File: src/logic/pvic_pkg.sv
// Constants and types shared by the vectored interrupt controller
// What this block does
// - Three levels ordered top over high over low, used in every decision.
// - While in service, refuse requests at or below that level; nest higher.
// - Simultaneous requests on different vectors: highest assigned level wins.
// - Same level ties go to the numerically lowest vector address.
// - Twenty-one sources merge onto ten vectors; one address per grant.
// - Addresses 00003H step eight to 0004BH; vectors 1,2 pins, top or low.
// - Vectors 3 to 10 high or low; converter, timers, SPI share 00043H.
// - Pin d, base timer and calendar clock share vector address 0001BH.
// - Port 0 change, timer four and five share 0004BH, high or low.
`default_nettype none
package pvic_pkg;

  localparam int NUM_VECTORS = 10;
  localparam int NUM_SOURCES = 21;
  localparam int NUM_PINS = 4;
  localparam int VIDX_W = 4;
  localparam int ADDR_W = 20;
  localparam int NUM_TOP_CAPABLE = 2;

  localparam logic [ADDR_W-1:0] VEC_BASE = 20'h00003;
  localparam logic [ADDR_W-1:0] VEC_STEP = 20'h00008;

  // Vector index of each source group, counted from zero
  localparam logic [VIDX_W-1:0] VIDX_PIN_A = 4'h0;
  localparam logic [VIDX_W-1:0] VIDX_PIN_B = 4'h1;
  localparam logic [VIDX_W-1:0] VIDX_PIN_C_TIMER0 = 4'h2;
  localparam logic [VIDX_W-1:0] VIDX_PIN_D_CLOCKS = 4'h3;
  localparam logic [VIDX_W-1:0] VIDX_TIMER0_HIGH = 4'h4;
  localparam logic [VIDX_W-1:0] VIDX_T1 = 4'h5;
  localparam logic [VIDX_W-1:0] VIDX_SERIAL_A = 4'h6;
  localparam logic [VIDX_W-1:0] VIDX_SERIAL_B = 4'h7;
  localparam logic [VIDX_W-1:0] VIDX_CONV_GROUP = 4'h8;
  localparam logic [VIDX_W-1:0] VIDX_PORT_GROUP = 4'h9;

  // Numeric order of the codes is the priority order
  typedef enum logic [1:0] {
    LVL_NONE = 2'h0,
    LVL_LOW = 2'h1,
    LVL_HIGH = 2'h2,
    LVL_TOP = 2'h3
  } level_t;

  localparam logic [2:0] IN_SERVICE_RESET = 3'h0;
  localparam logic [NUM_PINS-1:0] SYNC_RESET = 4'h0;

endpackage
`default_nettype wire

File: src/logic/priority_vector_interrupt_ctrl.sv
// Vectored three-level interrupt controller facing the processor core
`timescale 1ns/100ps
`default_nettype none
module priority_vector_interrupt_ctrl
  import pvic_pkg::*;
(
  input wire logic I_CLOCK,
  input wire logic I_RST,
  input wire logic I_EXT_PIN_IRQ_A,
  input wire logic I_EXT_PIN_IRQ_B,
  input wire logic I_EXT_PIN_IRQ_C,
  input wire logic I_EXT_PIN_IRQ_D,
  input wire logic I_TIMER0_LOW_BYTE_IRQ,
  input wire logic I_TIMER0_HIGH_BYTE_IRQ,
  input wire logic I_TIMER1_LOW_BYTE_IRQ,
  input wire logic I_TIMER1_HIGH_BYTE_IRQ,
  input wire logic I_BASE_TIMER_IRQ,
  input wire logic I_CALENDAR_IRQ,
  input wire logic I_SYNC_SERIAL_A_IRQ,
  input wire logic I_ASYNC_PORT_IRQ,
  input wire logic I_SYNC_SERIAL_B_IRQ,
  input wire logic I_ASYNC_SEND_IRQ,
  input wire logic I_ANALOG_CONV_IRQ,
  input wire logic I_TIMER_SIX_IRQ,
  input wire logic I_TIMER_SEVEN_IRQ,
  input wire logic I_SPI_IRQ,
  input wire logic I_PORT0_CHANGE_IRQ,
  input wire logic I_TIMER_FOUR_IRQ,
  input wire logic I_TIMER_FIVE_IRQ,
  input wire logic [NUM_VECTORS-1:0] I_LEVEL_SEL,
  input wire logic I_IRQ_ACK,
  input wire logic I_IRQ_RETURN,
  output logic O_IRQ_REQ,
  output logic [ADDR_W-1:0] O_IRQ_VECTOR,
  output logic [1:0] O_IRQ_LEVEL,
  output logic [2:0] O_IN_SERVICE,
  output logic [1:0] O_SERVICE_LEVEL
);

  typedef enum logic {
    ST_IDLE,
    ST_OFFER
  } state_t;

  function automatic logic [ADDR_W-1:0] vector_addr(
    input logic [VIDX_W-1:0] idx
  );
    vector_addr = VEC_BASE + ADDR_W'(idx) * VEC_STEP;
  endfunction

  // Highest level whose in-service bit is set
  function automatic level_t top_of(input logic [2:0] mask);
    if (mask[2]) begin
      top_of = LVL_TOP;
    end else if (mask[1]) begin
      top_of = LVL_HIGH;
    end else if (mask[0]) begin
      top_of = LVL_LOW;
    end else begin
      top_of = LVL_NONE;
    end
  endfunction

  // Pin synchroniser; only the second stage is looked at
  logic [NUM_PINS-1:0] pins_raw;
  logic [NUM_PINS-1:0] sync1_q;
  logic [NUM_PINS-1:0] sync1_d;
  logic [NUM_PINS-1:0] sync2_q;
  logic [NUM_PINS-1:0] sync2_d;

  assign pins_raw = {I_EXT_PIN_IRQ_D, I_EXT_PIN_IRQ_C,
                     I_EXT_PIN_IRQ_B, I_EXT_PIN_IRQ_A};

  always_comb begin
    sync1_d = pins_raw;
    sync2_d = sync1_q;
  end

  generate
    for (genvar g = 0; g < NUM_PINS; g++) begin : g_sync
      always_ff @(posedge I_CLOCK or posedge I_RST) begin
        if (I_RST) begin
          sync1_q[g] <= SYNC_RESET[g];
          sync2_q[g] <= SYNC_RESET[g];
        end else begin
          sync1_q[g] <= sync1_d[g];
          sync2_q[g] <= sync2_d[g];
        end
      end
    end
  endgenerate

  // Source flags stay in the peripherals, so no latch here
  logic [NUM_VECTORS-1:0] pending;

  always_comb begin
    pending = '0;
    pending[VIDX_PIN_A] = sync2_q[0];
    pending[VIDX_PIN_B] = sync2_q[1];
    pending[VIDX_PIN_C_TIMER0] = sync2_q[2] | I_TIMER0_LOW_BYTE_IRQ;
    pending[VIDX_PIN_D_CLOCKS] = sync2_q[3] | I_BASE_TIMER_IRQ |
                                 I_CALENDAR_IRQ;
    pending[VIDX_TIMER0_HIGH] = I_TIMER0_HIGH_BYTE_IRQ;
    pending[VIDX_T1] = I_TIMER1_LOW_BYTE_IRQ | I_TIMER1_HIGH_BYTE_IRQ;
    pending[VIDX_SERIAL_A] = I_SYNC_SERIAL_A_IRQ | I_ASYNC_PORT_IRQ;
    pending[VIDX_SERIAL_B] = I_SYNC_SERIAL_B_IRQ | I_ASYNC_SEND_IRQ;
    pending[VIDX_CONV_GROUP] = I_ANALOG_CONV_IRQ | I_TIMER_SIX_IRQ |
                               I_TIMER_SEVEN_IRQ | I_SPI_IRQ;
    pending[VIDX_PORT_GROUP] = I_PORT0_CHANGE_IRQ | I_TIMER_FOUR_IRQ |
                               I_TIMER_FIVE_IRQ;
  end

  // In-service mask, one bit per level: bit 0 low, 1 high, 2 top
  logic [2:0] in_service_q;
  logic [2:0] in_service_d;
  level_t service_level;
  level_t service_after_ret;
  logic [2:0] after_ret;
  level_t svc_q;
  level_t svc_d;

  assign service_level = top_of(in_service_q);

  logic arb_valid;
  logic [VIDX_W-1:0] arb_index;
  level_t arb_level;

  // A return in this cycle lowers the bar before the arbiter judges
  pvic_arbiter u_arbiter (
    .i_pending(pending),
    .i_level_sel(I_LEVEL_SEL),
    .i_service_level(service_after_ret),
    .o_valid(arb_valid),
    .o_index(arb_index),
    .o_level(arb_level)
  );

  state_t state_q;
  state_t state_d;
  logic req_q;
  logic req_d;
  logic [ADDR_W-1:0] vec_q;
  logic [ADDR_W-1:0] vec_d;
  level_t lvl_q;
  level_t lvl_d;
  logic take;

  assign take = I_IRQ_ACK && req_q;

  always_comb begin
    after_ret = in_service_q;
    if (I_IRQ_RETURN) begin
      case (service_level)
        LVL_TOP: after_ret[2] = 1'b0;
        LVL_HIGH: after_ret[1] = 1'b0;
        LVL_LOW: after_ret[0] = 1'b0;
        default: after_ret = in_service_q;
      endcase
    end
    service_after_ret = top_of(after_ret);
    in_service_d = after_ret;
    // Ack pushes the level that was on offer, not a fresh one
    if (take) begin
      case (lvl_q)
        LVL_TOP: in_service_d[2] = 1'b1;
        LVL_HIGH: in_service_d[1] = 1'b1;
        LVL_LOW: in_service_d[0] = 1'b1;
        default: in_service_d = after_ret;
      endcase
    end
    // Registered copy so the port comes straight from a flop
    svc_d = top_of(in_service_d);
  end

  // The offer tracks the arbiter each cycle until taken, one cycle behind, so a
  // withdrawn or outranked request stays on offer one more cycle and can be taken then
  always_comb begin
    state_d = state_q;
    req_d = req_q;
    vec_d = vec_q;
    lvl_d = lvl_q;
    case (state_q)
      ST_IDLE: begin
        if (arb_valid) begin
          state_d = ST_OFFER;
          req_d = 1'b1;
          vec_d = vector_addr(arb_index);
          lvl_d = arb_level;
        end
      end
      ST_OFFER: begin
        if (take) begin
          // One idle cycle so the next judgement sees the new level
          state_d = ST_IDLE;
          req_d = 1'b0;
          lvl_d = LVL_NONE;
        end else if (arb_valid) begin
          vec_d = vector_addr(arb_index);
          lvl_d = arb_level;
        end else begin
          state_d = ST_IDLE;
          req_d = 1'b0;
          lvl_d = LVL_NONE;
        end
      end
      default: begin
        state_d = ST_IDLE;
        req_d = 1'b0;
      end
    endcase
  end

  always_ff @(posedge I_CLOCK or posedge I_RST) begin
    if (I_RST) begin
      state_q <= ST_IDLE;
      req_q <= 1'b0;
      vec_q <= '0;
      lvl_q <= LVL_NONE;
      in_service_q <= IN_SERVICE_RESET;
      svc_q <= LVL_NONE;
    end else begin
      state_q <= state_d;
      req_q <= req_d;
      vec_q <= vec_d;
      lvl_q <= lvl_d;
      in_service_q <= in_service_d;
      svc_q <= svc_d;
    end
  end

  assign O_IRQ_REQ = req_q;
  assign O_IRQ_VECTOR = vec_q;
  assign O_IRQ_LEVEL = lvl_q;
  assign O_IN_SERVICE = in_service_q;
  assign O_SERVICE_LEVEL = svc_q;

endmodule
`default_nettype wire

File: src/logic/pvic_arbiter.sv
// Level and address arbiter for the vectored interrupt controller
`timescale 1ns/100ps
`default_nettype none
module pvic_arbiter
  import pvic_pkg::*;
(
  input wire logic [NUM_VECTORS-1:0] i_pending,
  input wire logic [NUM_VECTORS-1:0] i_level_sel,
  input wire level_t i_service_level,
  output logic o_valid,
  output logic [VIDX_W-1:0] o_index,
  output level_t o_level
);

  // Vectors 1 and 2 choose top or low, the rest high or low
  function automatic level_t vector_level(input int idx, input logic sel);
    if (!sel) begin
      vector_level = LVL_LOW;
    end else if (idx < NUM_TOP_CAPABLE) begin
      vector_level = LVL_TOP;
    end else begin
      vector_level = LVL_HIGH;
    end
  endfunction

  always_comb begin
    level_t lvl;
    lvl = LVL_NONE;
    o_valid = 1'b0;
    o_index = '0;
    o_level = LVL_NONE;
    // Walk downward so an equal level at a lower address overrides
    for (int i = NUM_VECTORS - 1; i >= 0; i--) begin
      lvl = vector_level(i, i_level_sel[i]);
      if (i_pending[i] && lvl > i_service_level &&
          lvl >= o_level) begin
        o_valid = 1'b1;
        o_index = VIDX_W'(i);
        o_level = lvl;
      end
    end
  end

endmodule
`default_nettype wire

File: config.mk
export PLATFORM = sky130hd
export DESIGN_NAME = priority_vector_interrupt_ctrl
export DESIGN_NICKNAME = d
export VERILOG_FILES = /design/src/logic/pvic_pkg.sv /design/src/logic/priority_vector_interrupt_ctrl.sv /design/src/logic/pvic_arbiter.sv
export SDC_FILE = /design/constraint.sdc
export NUM_CORES = 1
export LEC_CHECK = 0
export ABC_AREA = 1
export BUFFER_PORTS_ARGS = -buffer_cell sky130_fd_sc_hd__buf_2
export CAP_MARGIN = 15
export CORE_MARGIN = 3
export CORE_UTILIZATION = 57
export CTS_CLUSTER_DIAMETER = 120
export DETAILED_ROUTE_END_ITERATION = 8
export GPL_TIMING_DRIVEN = 1
export PLACE_DENSITY = 0.85
export SYNTH_ARGS = -nofsm -noshare
export SYNTH_HDL_FRONTEND = slang
export SYNTH_SLANG_ARGS = --single-unit
File: constraint.sdc
create_clock -name I_CLOCK -period 16.7 [get_ports I_CLOCK]
set_clock_uncertainty 0.05 [all_clocks]
set_input_delay 3.34 -clock I_CLOCK [delete_from_list [all_inputs] [get_ports I_CLOCK]]
set_output_delay 3.34 -clock I_CLOCK [all_outputs]
set_load 0.05 [all_outputs]
==> run summary, run 1 <==
The flow ran to the end, and the final reports show no timing, DRC or antenna violations. The tools report the data arrival time of the critical path as 13000 ps. After clock tree synthesis, the flow added hold-fix buffers numbering 0.

Highest-delay cell along the critical path: a211oi_1. Relative area change from synthesis to final layout: 14.3%. From left edge to right edge, the die measures 69.0 µm. The tools report the number of H-tree branching levels as 1.

The share of the Yosys chip area taken by registers is 24.3%. The vertical die dimension is 69.0 µm. Number of global-route vias before repair: 1674.

For this run, the number of standard cells in the final layout without fillers is 386. Average routed wire per standard cell: 10.8 µm. The most used flip-flop cell after synthesis is dfrtp_1.

Power spread over the standard cell area amounts to 221 nW/µm². The logs give 0 for the warning count from the yosys run and 1.49 nW for the leakage power summed over all cells. The floorplan step defined a die boundary enclosing 4760 µm². Dividing the detail-routed via count by the number of cells gives 4.95. The count of cells along the worst register-to-register path was 75; the post-route clock period utilization was 77.2%. Maximum fanout encountered on the critical timing path: 10.

The repair_antennas step left the layout with diodes totalling 0. The number of buffers inserted by port buffering came out at 48. For this configuration, the core starts out at a cell density of 60.4%. The logs give 6510 ps for the reg2reg setup slack and 2260 µm² for the post-synthesis instance area.

The final layout contains 406 nets. The count of nets left with antenna violations once routing finished came out at 0. The portion of synthesized area spent on multiplexers is 0%.

Area of the core region: 3740 µm². The critical path's most frequent cell is nand2_1. The layout cell share with drive strength beyond 1 was 29.3%. The floorplan has 22 rows. Dividing the synthesized area by the synthesized cell count gives 7.91 µm². Category of the critical setup timing path: in2reg. The clock drives 22 sinks. The number of flops mapped to enable cells by yosys came out at 0. Master cell of the clock root buffer: clkbuf_8.

The first-pass GRT wire length is 7.02 mm. After Yosys synthesis, XOR and XNOR cells account for 0% of the synthesized area. Entering global routing, the biggest net connects 23 pins. STA classifies the critical path startpoint as an input pin. Max-cap violations in this run came to 0.

The run gives 63 as the total I/O pin count. The run gives 1910 as the total via count in the routed design. The beginning of the worst register-to-register path was O_IN_SERVICE[2].

In this run the post-CTS setup repair buffer count came out at 0. The final routed wirelength across all metal layers came out at 4.15 mm. Setup repair after global routing left no endpoint under its margin.

TritonCTS built the clock tree. The slew at the pin closest to its max-slew limit came out at 786 ps. The tools report the endpoint of the worst-slack reg-to-reg timing path as O_IRQ_VECTOR[3]. STA classifies the critical path endpoint as a flip-flop. In the synthesized netlist the async set-or-reset flop fraction comes to 100%. The logs give 4 for the number of iterations in the first detailed-routing pass and 0 ps for the accumulated negative setup slack.

The tools report the weighted congestion at the end of routability-driven global placement as 0.812. The clock buffer count from CTS is 3, and the initial antenna violation count is 0. After global routing the overflow that remains totals 0. The combinational family with the most area after synthesis is simple AND/OR/NAND/NOR gates. For the worst setup path, the data required time is 16800 ps.

The final number of max-transition violations is 0, and the synthesized-area fraction occupied by ao, oa, aoi and oai cells is 13.4%. The kind of path behind the tightest hold check is reg2reg. The tools report the start point of the critical path as I_IRQ_RETURN. Setup violations remaining at the end of the flow were counted as 0. Post-synthesis share of cell area spent on full adders, half adders and majority gates: 17.7%. The timing endpoint of the critical path is O_IRQ_VECTOR[3]. The longest clock path from root to sink contains 2 buffers. The delay of the slowest cell on the worst path was 370 ps; the clock latency of the later-clocked register in the worst-skew pair was 260 ps. After legalization and detailed placement, the total HPWL measured 3.46 mm. The worst-case IR drop observed on VDD is 154 µV. The number of failing hold endpoints at the final stage came out at 0. Flop and latch count out of synthesis: 22. For this run, design rule violations remaining after detail routing come to 0.

Hold is met by 302 ps. Clock-pin slew was measured on the worst setup and hold paths at 80 ps. The number of library cell types mapped by synthesis was 40; the total global routing track utilization was 19.0%.

Timing would allow up to 77.5 MHz. The count of placed standard cells including taps is 382. The worst path needs 12900 ps of the cycle, external delays included. The cell count after synthesis is 286, and the basic-gate share of the synthesized area counting and, or, nand and nor cells is 31.8%. For this block, the initial DRC count from the detailed router was 66.

Measured against its own limit, the worst slew margin works out to 47.6%. The count of instances resized after the clock tree is built was 0.
synthesized netlist by cell type, types with 3 or more instances:
cell	number	area share, %
o21ai_1	3	0.66
nand2_2	12	3.3
nand4_1	6	1.7
ha_1	32	18
inv_1	44	7.3
a21oi_2	3	1.2
nand3_1	10	2.2
buf_4	15	5.0
o21ai_0	9	2.0
nand3_2	8	3.5
nand2_1	58	9.6
nor2_1	19	3.2
dfrtp_1	22	24
a21oi_1	9	2.0
nand2_4	4	2.0
cell type report:
class | instances | area, µm²
multi-input cells | 216 | 1470
clock buffers | 3 | 41.3
fillers | 311 | 1160
repair buffers | 50 | 255
well taps | 48 | 60.1
clock inverters | 1 | 30.0
flip-flops and latches | 22 | 551
inverters | 46 | 173
routing by layer:
layer  global-route usage (%)  up-vias  share of wire (%)
met4                     1.95        0               0.14
li1                         -     1006                  -
met3                     3.57        2                5.0
met2                     33.3       37                 50
met5                        0        -                  0
met1                     25.2      865                 45
report_power, final:
part           switching (mW)  internal (mW)
Combinational           0.288          0.157
Sequential            0.00826         0.0680
Clock                  0.0168         0.0320
Total                   0.313          0.257
worst max-delay path, delay by kind of cell:
kind / cells / cell delay [ps]
buf+inv: 10 / 820
compound gates: 16 / 2380
simple gates: 39 / 3890
fa+ha+maj: 10 / 2600
per-stage QoR:
step                util, %  power, mW  setup WS (ps)  cell area, µm²
floorplan                 -      0.444           4370            2310
global placement       67.1      0.506           3890            2510
detailed placement     67.1      0.521           3550            2510
CTS                    69.0      0.574           3780            2580
global route           69.0      0.639           2620            2580
finish                 69.0      0.570           3800            2580
cell usage in the layout (no fill, tap or decap), types with 2 or more instances in the layout:
cell      synthesis  final
nor2_1           19     19
nand2_1          58     58
nand3_2           8      8
inv_2             2      2
nor2_4            2      2
or2_4             2      2
a21oi_1           9      9
inv_1            44     44
ha_1             32     32
nand4_1           6      6
conb_1            1     14
nand2_2          12     12
a21oi_2           3      3
clkbuf_8          0      3
o21ai_2           2      2
a211oi_1          2      2
nand3_1          10     10
a31oi_1           2      2
o21ai_0           9      9
dfrtp_1          22     22
nand2_4           4      4
o21ai_1           3      3
o21bai_1          2      2
buf_2             0     48
buf_4            15      2
logic make-up (layout without fill, tap and decap cells):
kind of cell    after synthesis  in the layout
compound gates               40             40
fa+ha+maj                    32             32
buf+inv                      61            100
flops                        22             22
other cells                   1             14
simple gates                130            130
worst min path at each step:
stage / startpoint / to / depth (start not counted)
final: sync1_q[1] / pending[1] / 0
after floorplan: sync1_q[0] / pending[0] / 0
after global placement: sync1_q[3] / sync2_q[3] / 0
after CTS: sync1_q[3] / sync2_q[3] / 0
after detailed placement: sync1_q[1] / pending[1] / 0
after global routing: sync1_q[3] / sync2_q[3] / 0
registers in the layout, indices dropped and copies added (netlist names):
name	cells
sync2_q	2
pending	2
sync1_q	4
O_IRQ_VECTOR	5
state_q	1
O_IN_SERVICE	3
O_IRQ_REQ	1
O_SERVICE_LEVEL	2
O_IRQ_LEVEL	2
Power figures use the tool's default switching activity.
==> run 2, diff against run 1 <==
--- a/config.mk
+++ b/config.mk
@@ -9,11 +9,11 @@
 export BUFFER_PORTS_ARGS = -buffer_cell sky130_fd_sc_hd__buf_2
 export CAP_MARGIN = 15
 export CORE_MARGIN = 3
-export CORE_UTILIZATION = 57
+export CORE_UTILIZATION = 48
 export CTS_CLUSTER_DIAMETER = 120
 export DETAILED_ROUTE_END_ITERATION = 8
 export GPL_TIMING_DRIVEN = 1
-export PLACE_DENSITY = 0.85
+export PLACE_DENSITY = 0.76
 export SYNTH_ARGS = -nofsm -noshare
 export SYNTH_HDL_FRONTEND = slang
 export SYNTH_SLANG_ARGS = --single-unit
==> constraint.sdc (replaced) <==
create_clock -name I_CLOCK -period 10.95 [get_ports I_CLOCK]
set_clock_uncertainty 0.05 [all_clocks]
set_input_delay 2.19 -clock I_CLOCK [delete_from_list [all_inputs] [get_ports I_CLOCK]]
set_output_delay 2.19 -clock I_CLOCK [all_outputs]
set_load 0.05 [all_outputs]
==> run 2 against run 1 <==
Effect of this change: cell area increased by 25%; utilization increased by 3.4 points; total power increased by 110%; sequential power increased by 57%; first-iteration DRC count increased by 44%; sequential share of layout area decreased by 4.2 points; flip-flop and latch count unchanged; register-to-register slack got worse by 4700 ps; worst hold slack improved by 2.0 ps; worst setup slack got worse by 3400 ps; combinational power increased by 140%.
==> run summary, run 2 (synthesis gave the netlist of run 1 again) <==
The run finished with clean final reports. For the total global routing track utilization, the log shows 16.3% (-2.7 points). The maximum buffer depth of the clock tree is 2 (unchanged), and the post-detailed-placement cell area is 2730 µm² (+8.5%). The final standard cell area without fillers is 3220 µm² (+25%), and the number of iterations in the first detailed-routing pass is 4 (unchanged). The tools report the relative max-transition margin as 47.6% (about the same). The worst setup path is captured at a flip-flop. The power density relative to cell area was 379 nW/µm² (+72%); the layout filler cell count was 321 (+3.2%). The residual overflow from global routing came out at 0 (unchanged). In the layout the commonest cells are buf_2 (47), nand2_1 (44), buf_4 (40). TritonCTS built the clock tree. The antenna diode count is 0 (unchanged). The number of DRC violations after detailed-routing iteration 0 was 95 (+44%).

Count of placed standard cells including taps: 411 (+7.6%). In this run the most critical hold path is launched from sync1_q[2]. The cell row count was 24 (+9.1%). The average routed wire per standard cell is 12.5 µm (+16%). The width of the chip is 74.6 µm (+8.2%), and the number of remaining DRC errors is 0 (unchanged). Clock sink count: 22 (unchanged). The buffers plus inverters on the worst setup path was 11 (+1). The dominant delay contributor by cell family on the critical path is simple AND/OR/NAND/NOR gates. The depth of the worst hold-timing path works out to 0 (unchanged). Largest net degree at the start of global routing: 23 (unchanged).

The most common cell after layout, fill and taps aside was buf_2. The number of buffers inserted by port buffering was 48 (unchanged). The critical path in this run is classified as in2reg. The run gives 11040 ps (-5760 ps) as the data required time at the worst endpoint.

The die outline area was 5570 µm² (+17%); the post-route clock period utilization was 96.8%. Sequential cell area: 551 µm² (unchanged). The worst register-to-register path begins at O_IN_SERVICE[2]. The tools report the number of maximum-capacitance violations as 0 (unchanged). For hold timing, the worst endpoint is sync2_q[2]. For the half-perimeter wire length after placement, the log shows 3.73 mm (+7.9%). The total I/O pin count was 63 (unchanged); the clock latency of the later-clocked register in the worst-skew pair was 260 ps (about the same). Total area of multi-input combinational cells: 1780 µm² (+21%).

The final number of max-transition violations is 0 (unchanged). The clock buffer count from CTS is 3 (unchanged). The minimum period implied by the final worst setup slack is 10600 ps. For the initial antenna violation count, the log shows 0 (unchanged).

The logs give 1873 (+12%) for the number of global-route vias before repair and 432 (+12%) for the post-route non-filler standard cell count. The tools report the peak clock frequency supported by timing as 94.3 MHz. The initial cell density of the core was 50.9% (-9.5 points). The total power was 1.22 mW (+110%); the vertical die dimension was 74.6 µm (+8.2%). The logs give 0 ps (unchanged) for the accumulated negative setup slack and 1810 ps (-4700 ps) for the reg2reg setup slack. The worst register-to-register path ends at O_IRQ_VECTOR[3].

Remaining number of nets flagged by the antenna check after routing: 0 (unchanged). The first-pass GRT wire length was 7.38 mm (+5.1%); the number of H-tree branching levels was 1 (unchanged). The tree is rooted in a clkbuf_8. The number of flip-flops under the largest register name came out at 5 (unchanged). The weighted congestion at the end of routability-driven global placement was 0.788 (-2.9%); the slew at the pin closest to its max-slew limit was 785 ps (-0.296 ps). The count of cells along the worst register-to-register path is 72 (-4.0%), and the post-detailed-route via-to-cell ratio is 4.97 (+0.49%). The run gives 10690 ps (-2310 ps) as the data arrival time of the critical path. The total via count in the routed design is 2148 (+12%).

For the area of the core region, the log shows 4440 µm² (+19%). The kind of path behind the tightest hold check is reg2reg. The relative area change from synthesis to final layout is 42.3%, and the number of failing hold endpoints at the final stage is 0 (unchanged). The run gives 5.39 mm (+30%) as the final routed wirelength across all metal layers. The run gives 449 (+11%) as the layout net count. The layout cell share with drive strength beyond 1 works out to 50.8% (+21 points). The slowest stage of the critical path is the ha_1 cell. The delay of the slowest cell on the worst path was 300 ps (-70 ps); the clock-pin slew on the worst setup and hold paths was 70 ps (about the same).

The maximum fanout encountered on the critical timing path works out to 7 (-3). The logs give 0 (unchanged) for the final setup violation count and 1.73 nW (+16%) for the leakage power summed over all cells. The most numerous cell type found on the critical path is nand2_2. The maximum vdd ir drop was 182 µV (+18%). Sort of element at the start of the critical path: an input pin.
[run 2: worst register-to-register path, delay by kind of cell, from the launching register on]
| kind | cells | cell delay [ps] |
|---|---|---|
| fa+ha+maj | 10 | 2550 |
| buf+inv | 9 | 630 |
| simple gates | 38 | 3680 |
| compound gates | 15 | 1750 |
| flops | 1 | 380 |
[run 2: worst max-delay path by stage]
| stage | slack (ps) | cells past startpoint | endpoint | from |
|---|---|---|---|---|
| 2_1_floorplan | 1 | 74 | O_IRQ_VECTOR[3] | I_IRQ_RETURN |
| 3_3_place_gp | -180 | 71 | O_IRQ_LEVEL[0] | I_IRQ_RETURN |
| 3_5_place_dp | -420 | 71 | O_IRQ_LEVEL[1] | I_IRQ_RETURN |
| 4_1_cts | 2 | 74 | O_IRQ_LEVEL[1] | I_IRQ_RETURN |
| 5_1_grt | -230 | 76 | O_IRQ_VECTOR[3] | I_IRQ_RETURN |
| 6_report | 350 | 76 | O_IRQ_VECTOR[3] | I_IRQ_RETURN |
[run 2: cell type report]
cell class / instances / area share (%)
inverters: 46 / 5.52
clock buffers: 3 / 1.28
repair buffers: 93 / 18.7
flip-flops and latches: 22 / 17.1
multi-input cells: 216 / 55.3
well taps: 52 / 2.02
[run 2: per-layer routing]
| layer | wire length [µm] | track usage, % | vias up |
|---|---|---|---|
| li1 | - | - | 1097 |
| met1 | 2200 | 19.9 | 1009 |
| met2 | 3010 | 30.7 | 38 |
| met3 | 156 | 2.80 | 4 |
| met4 | 26 | 2.17 | 0 |
| met5 | 0 | 0 | - |
[run 2: repair_timing]
item,CTS,global route
hold buffers,0,0
gates resized for setup,6,70
setup buffers,1,17
endpoints found under the hold margin,0,0
endpoints found under the setup margin,9,9
pin swaps,3,51
[run 2: power breakdown]
group          total [mW]  internal, mW  switching, mW
sequential          0.120         0.104         0.0160
combinational        1.05         0.467          0.583
clock              0.0479        0.0245         0.0234
[run 2: through the flow]
step	hold slack (ps)	util [%]	worst slack, ps
detailed placement	290	61.3	-421
global route	317	72.4	-225
floorplan	281	-	1.11
CTS	307	62.7	2.39
global placement	283	61.3	-179
finish	304	72.4	351
